### config.mk
export PLATFORM = sky130hd
export DESIGN_NAME = oss_serial_ctrl
export DESIGN_NICKNAME = d
export VERILOG_FILES = /design/src/oss_pkg.sv /design/src/oss_serial_ctrl.sv
export SDC_FILE = /design/constraint.sdc
export NUM_CORES = 1
export LEC_CHECK = 0
export BUFFER_PORTS_ARGS = -buffer_cell sky130_fd_sc_hd__buf_2
export CAP_MARGIN = 10
export CORE_MARGIN = 2
export CORE_UTILIZATION = 61
export CTS_CLUSTER_DIAMETER = 60
export DETAILED_ROUTE_END_ITERATION = 16
export PLACE_DENSITY = 0.82
export SLEW_MARGIN = 20
export SYNTH_ARGS = -nofsm -noshare
export SYNTH_HDL_FRONTEND = slang
export SYNTH_SLANG_ARGS = --single-unit
### constraint.sdc
create_clock -name clk -period 4.2 [get_ports clk]
set_input_delay 0.84 -clock clk [delete_from_list [all_inputs] [get_ports clk]]
set_output_delay 0.84 -clock clk [all_outputs]
set_load 0.05 [all_outputs]
### src/oss_pkg.sv
// Package for the eight-channel low-side switch serial control block.
// Assumes a 100 MHz system clock that samples every pin of the serial link.
package oss_pkg;

    // Frame and channel geometry.
    localparam int CH_NUM = 8;
    localparam int MSB_POS = CH_NUM - 1;

    // Reset and forced values of the command latch, the shift register and the outputs.
    localparam logic [7:0] CMD_ALL_OFF = 8'hFF;
    localparam logic [7:0] SREG_CLEAR = 8'h00;
    localparam logic [7:0] STAT_ALL_OFF = 8'hFF;
    localparam logic [7:0] SWITCH_NONE = 8'h00;

    // Fault delay timer: least time, rounded up to whole clock cycles.
    localparam int CLK_PERIOD_PS = 10000;
    localparam int FAULT_DLY_US = 25;
    localparam int FAULT_DLY_PS = FAULT_DLY_US * 1000000;
    localparam int FAULT_DLY_CYC_I = (FAULT_DLY_PS + CLK_PERIOD_PS - 1) / CLK_PERIOD_PS;
    localparam int TMR_W = 12;
    localparam logic [TMR_W-1:0] FAULT_DLY_CYC = FAULT_DLY_CYC_I[TMR_W-1:0];
    localparam logic [TMR_W-1:0] TMR_IDLE = 12'h000;
    localparam logic [TMR_W-1:0] TMR_STEP = 12'h001;

    // Control pins of the serial link and the reset and protection pins.
    typedef struct packed {
        logic cs_n;
        logic sclk;
        logic si;
        logic rst_n;
        logic short_latch_disable;
        logic load_supply_ov;
    } oss_ctl_pins_t;

    // Per-output analog sense results, one bit per channel.
    typedef struct packed {
        logic [7:0] drain_high;
        logic [7:0] over_current;
        logic [7:0] over_temp;
    } oss_sense_t;

endpackage : oss_pkg

### src/oss_serial_ctrl.sv
// Serial control logic of an eight-channel low-side switch.
// Assumes all pins are asynchronous to clk; the serial clock is far slower than clk.
// Every pin passes a two-flop synchroniser, so each pin event is acted on three
// clocks late; the serial clock must stay at each level for at least three clocks.
// Notes on behaviour
// - Serial data moves in and out only while chip select is low.
// - Chip select rising copies the shift register into the output latch.
// - Chip select falling loads the drain status of all outputs into the shift register.
// - Serial output driver turns on when chip select goes low.
// - Input sampled on serial clock falling; output updated on serial clock rising.
// - With chip select high, clock and input are ignored and output is released.
// - Command bit one switches an output off, zero switches it on.
// - Frames are eight bits, most significant first, first bit drives output seven.
// - Eight shifted bits leave exactly one whole command in the shift register.
// - Status bit is one for an unfaulted off output, zero for an on one.
// - Status goes out most significant first, alongside the incoming command.
// - Serial output pin ignores the reset input.
// - Reset low clears the shift register and turns all eight outputs off.
// - Short latch disable low latches a shorted output off; high keeps current limit.
// - After supply over-voltage the next frame returns all ones.
// - Chip select rising starts the fault delay; open-load detection waits for it.
`timescale 1ns/1ps

module oss_serial_ctrl (
    input wire logic clk,
    input wire logic sys_rst,
    input wire oss_pkg::oss_ctl_pins_t ctl_pins,
    input wire oss_pkg::oss_sense_t sense_pins,
    output logic so_data,
    output logic so_oe_n,
    output logic [7:0] switch_on
);

    // Two-stage synchronisers for every pin, plus a third stage for edge finding.
    oss_pkg::oss_ctl_pins_t ctl_s1_r;
    oss_pkg::oss_ctl_pins_t ctl_s2_r;
    oss_pkg::oss_sense_t sense_s1_r;
    oss_pkg::oss_sense_t sense_s2_r;
    logic cs_d_r;
    logic sclk_d_r;

    always_ff @(posedge clk) begin
        if (sys_rst) begin
            ctl_s1_r <= '{cs_n: 1'b1, rst_n: 1'b1, default: 1'b0};
            ctl_s2_r <= '{cs_n: 1'b1, rst_n: 1'b1, default: 1'b0};
            sense_s1_r <= '0;
            sense_s2_r <= '0;
            cs_d_r <= 1'b1;
            sclk_d_r <= 1'b0;
        end else begin
            ctl_s1_r <= ctl_pins;
            ctl_s2_r <= ctl_s1_r;
            sense_s1_r <= sense_pins;
            sense_s2_r <= sense_s1_r;
            cs_d_r <= ctl_s2_r.cs_n;
            sclk_d_r <= ctl_s2_r.sclk;
        end
    end

    // Synchronised levels and edges. Serial clock edges count only while the
    // synchronised chip select is low, so clock activity while deselected is ignored.
    wire cs_q = ctl_s2_r.cs_n;
    wire sclk_q = ctl_s2_r.sclk;
    wire si_q = ctl_s2_r.si;
    wire rst_q = ~ctl_s2_r.rst_n;
    wire sld_q = ctl_s2_r.short_latch_disable;
    wire ov_q = ctl_s2_r.load_supply_ov;
    wire cs_rise = cs_q & ~cs_d_r;
    wire cs_fall = ~cs_q & cs_d_r;
    wire sclk_rise = sclk_q & ~sclk_d_r & ~cs_q;
    wire sclk_fall = ~sclk_q & sclk_d_r & ~cs_q;
    wire clear_req = rst_q | ov_q;

    // State registers.
    logic [7:0] sreg_r;
    logic [7:0] sreg_nxt;
    logic [7:0] cmd_r;
    logic [7:0] cmd_nxt;
    logic [7:0] fault_off_r;
    logic [7:0] fault_off_nxt;
    logic ov_seen_r;
    logic ov_seen_nxt;
    logic [oss_pkg::TMR_W-1:0] tmr_r;
    logic [oss_pkg::TMR_W-1:0] tmr_nxt;
    logic so_r;
    logic so_nxt;
    logic so_oe_n_r;
    logic [7:0] switch_on_r;
    logic [7:0] switch_on_nxt;

    // Status word: drain high reads one, so an unfaulted off output gives one and
    // an unfaulted on output zero. While the fault delay runs, an off output whose
    // drain is still low is not yet reported as an open load.
    wire tmr_busy = (tmr_r != oss_pkg::TMR_IDLE);
    wire [7:0] open_mask = tmr_busy ? cmd_r : oss_pkg::SWITCH_NONE;
    wire [7:0] drain_stat = sense_s2_r.drain_high | open_mask;
    wire [7:0] status_w = ov_seen_r ? oss_pkg::STAT_ALL_OFF : drain_stat;

    // Shift register: reset and over-voltage clear it, chip select falling loads
    // status, and each serial clock falling edge shifts the input in at the bottom
    // so that the first bit sent ends in the top position for output seven.
    assign sreg_nxt = clear_req ? oss_pkg::SREG_CLEAR :
                      cs_fall ? status_w :
                      sclk_fall ? {sreg_r[6:0], si_q} :
                      sreg_r;

    // Output latch: forced off during reset and over-voltage, otherwise it only
    // changes at chip select rising, where a one bit means off.
    assign cmd_nxt = clear_req ? oss_pkg::CMD_ALL_OFF :
                     cs_rise ? sreg_r :
                     cmd_r;

    // Short latch-off per output; a new chip select rising re-arms it, but a short
    // seen in that same cycle still wins over the re-arm.
    wire [7:0] short_set;
    for (genvar ch = 0; ch < oss_pkg::CH_NUM; ch = ch + 1) begin : g_short
        assign short_set[ch] = ~sld_q & sense_s2_r.over_current[ch] & switch_on_r[ch];
    end
    assign fault_off_nxt = short_set | (fault_off_r & ~{8{cs_rise}});

    // Over-voltage is remembered until the following frame has loaded its status.
    assign ov_seen_nxt = ov_q | (ov_seen_r & ~cs_fall);

    // Fault delay timer restarts on every chip select rising edge.
    assign tmr_nxt = cs_rise ? oss_pkg::FAULT_DLY_CYC :
                     tmr_busy ? tmr_r - oss_pkg::TMR_STEP : tmr_r;

    // Serial output moves on serial clock rising only; reset does not touch it.
    assign so_nxt = sclk_rise ? sreg_r[oss_pkg::MSB_POS] : so_r;

    // Gate drive: on when commanded on and no latch-off, over-temperature, reset or over-voltage.
    assign switch_on_nxt = ~cmd_nxt & ~fault_off_nxt & ~sense_s2_r.over_temp
                           & ~{8{clear_req}};

    // State update; sys_rst is the only clear that also resets the timer and flags.
    always_ff @(posedge clk) begin
        if (sys_rst) begin
            sreg_r <= oss_pkg::SREG_CLEAR;
            cmd_r <= oss_pkg::CMD_ALL_OFF;
            fault_off_r <= oss_pkg::SWITCH_NONE;
            ov_seen_r <= 1'b0;
            tmr_r <= oss_pkg::TMR_IDLE;
            switch_on_r <= oss_pkg::SWITCH_NONE;
        end else begin
            sreg_r <= sreg_nxt;
            cmd_r <= cmd_nxt;
            fault_off_r <= fault_off_nxt;
            ov_seen_r <= ov_seen_nxt;
            tmr_r <= tmr_nxt;
            switch_on_r <= switch_on_nxt;
        end
    end

    // Serial output pin registers, deliberately independent of the reset pin.
    always_ff @(posedge clk) begin
        if (sys_rst) begin
            so_r <= 1'b0;
            so_oe_n_r <= 1'b1;
        end else begin
            so_r <= so_nxt;
            so_oe_n_r <= cs_q;
        end
    end

    assign so_data = so_r;
    assign so_oe_n = so_oe_n_r;
    assign switch_on = switch_on_r;
endmodule : oss_serial_ctrl

# [Word level (Yosys, flattened, before mapping)]
# Index checks and enable logic that the tools add are counted.
# W data, S select, Z words.
[word_totals] ff_bits=108 inputBits=32
[op_classes] reduce_logical=5 bitwise_logic=43 addsub=1 n_mux=8
[op_table] cell="$mux W8" n=6
[op_table] cell="$not A8 Y8" n=5
[op_table] cell="$and A8 B8 Y8" n=4
[op_table] cell="$mux W12" n=2
[op_table] cell="$and A1 B1 Y1" n=23
[op_table] cell="$or A8 B8 Y8" n=2
[op_table] cell="$reduce_bool A12 Y1" n=1
[op_table] cell="$sub A12 B1 Y12 const B" n=1
[op_table] cell="$not A1 Y1" n=7
[op_table] cell="$reduce_bool A2 Y1" n=2
[op_table] cell="$reduce_or A2 Y1" n=2
[op_table] cell="$or A1 B1 Y1" n=2

# [Longest topological paths before layout]
[depth] word_depth=9 mapped_depth=6 mapped_depth_nobuf=6

# [Worst setup path after synthesis]
# No wires, ideal clock.
[synth_path] path_kind="input to register" from="input port sys_rst" to="register switch_on_r[5], in the netlist switch_on[5]" setup_time_ns=0.080 slack_ns=2.387 arrival_ns=1.733 path_stages=4 path_cell_list="nor3b_2 clkbuf_1 nand3_1 nor3b_1"
[synth_lines] item="start, declared" line="oss_serial_ctrl.sv:26" source="input wire logic sys_rst,"
[synth_lines] item="end signal, assigned" line="oss_serial_ctrl.sv:143" source="switch_on_r <= oss_pkg::SWITCH_NONE;"
[synth_lines] item="end signal, assigned" line="oss_serial_ctrl.sv:150" source="switch_on_r <= switch_on_nxt;"
[synth_lines] item="end, declared" line="oss_serial_ctrl.sv:88" source="logic [7:0] switch_on_r;"

# [Final worst setup path]
[layout_path] from="register tmr_r[0] (netlist name)" to="register sreg_r[6]"
[layout_between] elab_chain_len=5
[layout_lines] item="start, declared" line="oss_serial_ctrl.sv:83" source="logic [oss_pkg::TMR_W-1:0] tmr_r;"
[layout_lines] item="start signal, assigned" line="oss_serial_ctrl.sv:142" source="tmr_r <= oss_pkg::TMR_IDLE;"
[layout_lines] item="start signal, assigned" line="oss_serial_ctrl.sv:149" source="tmr_r <= tmr_nxt;"
[layout_lines] item="$reduce_bool A12 Y1" line="oss_serial_ctrl.sv:94" source="wire tmr_busy = (tmr_r != oss_pkg::TMR_IDLE);"
[layout_lines] item="$mux W8" line="oss_serial_ctrl.sv:95" source="wire [7:0] open_mask = tmr_busy ? cmd_r : oss_pkg::SWITCH_NONE;"
[layout_lines] item="$or A8 B8 Y8" line="oss_serial_ctrl.sv:96" source="wire [7:0] drain_stat = sense_s2_r.drain_high | open_mask;"
[layout_lines] item="$mux W8" line="oss_serial_ctrl.sv:97" source="wire [7:0] status_w = ov_seen_r ? oss_pkg::STAT_ALL_OFF : drain_stat;"
[layout_lines] item="$mux W8" line="oss_serial_ctrl.sv:103" source="cs_fall ? status_w :"
[layout_lines] item="end signal, assigned" line="oss_serial_ctrl.sv:138" source="sreg_r <= oss_pkg::SREG_CLEAR;"
[layout_lines] item="end signal, assigned" line="oss_serial_ctrl.sv:145" source="sreg_r <= sreg_nxt;"
[layout_lines] item="end, declared" line="oss_serial_ctrl.sv:75" source="logic [7:0] sreg_r;"
# Every way passes these cells.
# A chain may end at the register's enable or synchronous reset.

==> impl_metrics.env <==
export IMPL_top_usage_layer="met2"
export IMPL_drt_iter0_drc=177
export IMPL_initial_core_util=0.623
export IMPL_period_share=0.483
export IMPL_worst_pin_slew_ns=1.02
export IMPL_yosys_register_bits=108
export IMPL_hold_buffers=0
export IMPL_p_seq_frac=0.524
export IMPL_power_internal_mw=1.57
export IMPL_cp_max_fo=6
export IMPL_io_pins=42
export IMPL_finalNetCount=429
export IMPL_max_cap_viol_count=0
export IMPL_syn_num_nets=391
export IMPL_rsz0062_at_grt="false"
export IMPL_synth_simple_gate_area_frac=0.273
export IMPL_p_switching_mw=0.721
export IMPL_viasPerCell=5.24
export IMPL_synth_top_family_by_area="simple AND/OR/NAND/NOR gates"
export IMPL_rows=28
export IMPL_synth_top_area_share=0.593
export IMPL_place_area_mm2=0.00389
export IMPL_synth_cell_types=42
export IMPL_drc=0
export IMPL_ys_top_cells_by_count="dfxtp_1 (108), nor2b_1 (59), nand2_1 (28), nor2_1 (28), nand3_1 (16)"
export IMPL_fmax_ghz=0.493
export IMPL_postRouteAntennaNets=0
export IMPL_leakage_nw=1.65
export IMPL_synth_edff_count=0
export IMPL_worst_path_largest_cell_delay_ns=0.53
export IMPL_finalWorstSetupSlack_ns=2.17
export IMPL_wire_per_inst_um=13.9
export IMPL_path_class="reg -> reg"
export IMPL_io_buffers=41
export IMPL_cts_tree="yes"
export IMPL_h_tree_depth=3
export IMPL_die_x_um=81.3
export IMPL_final_instance_count_excl_fill=475
export IMPL_insertion_delay_ns=0.37
export IMPL_dieHeight_um=81.3
export IMPL_syn_inst=357
export IMPL_syn_area_mm2=0.00364
export IMPL_synth_avg_cell_area_um2=10.2
export IMPL_status="finished clean"
export IMPL_p_per_area_mw_per_mm2=561
export IMPL_totalPowerFinal_mw=2.29
export IMPL_combPwrFrac=0.212
export IMPL_cts_made_buffers=9
export IMPL_drv_slew=0
export IMPL_setup_viol=0
export IMPL_grt_total_usage=0.217
export IMPL_crit_path_end_kind="flip-flop"
export IMPL_netlist_top_cell_by_area="dfxtp_1"
export IMPL_final_util=0.698
export IMPL_switching_share=0.315
export IMPL_antenna_found_initial=0
export IMPL_relSlewSlack=0.315
export IMPL_first_pass_iters=4
export IMPL_syn_to_final_growth_pct=12.1
export IMPL_met2_usage=0.326
export IMPL_synth_most_common_cell="dfxtp_1"
export IMPL_cts_resized_gates=0
export IMPL_synth_compound_area_frac=0.0762
export IMPL_postCtsSetupRepairBufs=0
export IMPL_place_ws_ns=1.85
export IMPL_setup_tns_ns=0
export IMPL_grt_first_pass_wirelength_um=10700
export IMPL_cts_num_sinks=108
export IMPL_cp_slowest_cell="a2111oi_0"
export IMPL_hold_class="reg -> reg"
export IMPL_clock_skew_ns=0.00730
export IMPL_path_buf_inv=1
export IMPL_diodes=0
export IMPL_startpoint_type="flip-flop"
export IMPL_synth_seq_area_share=0.593
export IMPL_dpl_hpwl_um=4400
export IMPL_grt_pass1_vias=2296
export IMPL_stdcell_area_mm2=0.00409
export IMPL_vias=2491
export IMPL_root_buffer="clkbuf_8"
export IMPL_synthMuxAreaShare=0.0151
export IMPL_synth_xor_area_frac=0.0168
export IMPL_clk_path_buf_depth=2
export IMPL_routed_wirelength_um=6580
export IMPL_met3_usage=0.0522
export IMPL_place_congestion=0.826
export IMPL_p_clk_frac=0.265
export IMPL_cp_required_ns=4.46
export IMPL_vdd_drop_max_v=0.000450
export IMPL_dieArea_mm2=0.00661
export IMPL_yosys_most_used_dff="dfxtp_1"
export IMPL_min_period_ns=2.03
export IMPL_grt_max_degree=79
export IMPL_arrival_ns=2.28
export IMPL_coreArea_mm2=0.00585
export IMPL_path_clk_slew_ns=0.10
export IMPL_holdWs_ns=0.392
export IMPL_async_reset_ff_frac=0
export IMPL_grt_use_met1=0.292
export IMPL_synth_fa_ha_area_frac=0.00687
export IMPL_synth_area_top_cells="dfxtp_1 (59%), nor2b_1 (10%), nand2_1 (2.9%), nor2_1 (2.9%), nor3b_1 (2.3%)"
export IMPL_overflow=0
export IMPL_drive_gt1_frac=0.190
export IMPL_cp_cell_sequence="inv_1 -> ha_1 -> nor3b_1 -> nand3_1 -> a2111oi_0 -> nor2_1"
export IMPL_finalHoldViolCount=0
export IMPL_path_delay_family="simple AND/OR/NAND/NOR gates"
export IMPL_dp_cells=459
export IMPL_ys_warn_count=0
power groups by stage:
stage                     clock network, mW  logic (mW)  registers [mW]
after floorplan                           0       0.393            1.20
after global placement                    0       0.465            1.22
after detailed placement                  0       0.479            1.22
after CTS                             0.615       0.482            1.20
after global routing                  0.649       0.545            1.21
final                                 0.606       0.485            1.20
cells by family after synthesis:
group                      count (synthesis)
buffers and inverters                     18
xor gates and xnor gates                   7
muxes                                      5
AOI/OAI and AO/OA                         42
and+or+nand+nor                          175
DFF                                      108
adders and majority gates                  2
cell type report:
type,instances,area (um2)
clock inverters,6,53.8
flip-flops and latches,108,2160
clock buffers,10,138
fillers,434,1760
inverters,3,11.3
multi-input cells,231,1420
repair buffers,42,213
well taps,75,93.8
final timing paths:
kind	end	slack, ns	startpoint	cells past startpoint
worst min register to register	switch_on[2]$_SDFF_PP0_	0.39	sense_s2_r[2]$_SDFF_PP0_	1
worst min-delay path	switch_on[2]$_SDFF_PP0_	0.39	sense_s2_r[2]$_SDFF_PP0_	1
worst max register to register	sreg_r[6]$_SDFFE_PP0P_	2.17	tmr_r[0]$_SDFFE_PP0N_	6
worst max-delay path	sreg_r[6]$_SDFFE_PP0P_	2.17	tmr_r[0]$_SDFFE_PP0N_	6
cells in the final DEF, fill, tap and decap left out, types with 5 or more instances in the layout:
| cell | n |
|---|---|
| nor3b_1 | 11 |
| clkbuf_8 | 10 |
| xor2_1 | 6 |
| nand3_1 | 16 |
| dfxtp_1 | 108 |
| nor2_1 | 28 |
| nor2b_1 | 59 |
| or3_1 | 6 |
| nor3_1 | 5 |
| a21oi_1 | 13 |
| or2_2 | 5 |
| nand2_1 | 28 |
| o21ai_0 | 10 |
| buf_2 | 41 |
metal layers:
layer / share of wire / up-vias
met2: 0.44 / 74
met3: 0.050 / 12
li1: - / 1274
met1: 0.48 / 1131
met4: 0.022 / 0
met5: 0 / -
flip-flops by register name, summed over array words and instances, names as in the netlist, 6 cells and up:
name / cells
sense_s1_r: 24
sense_s2_r: 24
tmr_r: 12
cmd_r: 8
fault_off_r: 8
sreg_r: 8
switch_on: 8
ctl_s1_r: 6
worst reg2reg max path, delay by kind of cell (launching register included):
family                     cells  cell delay (ns)
and+or+nand+nor                3             0.71
AOI/OAI and AO/OA              1             0.53
DFF                            1             0.36
adders and majority gates      1             0.18
buffers and inverters          1             0.13
Power figures use the tool's default switching activity.
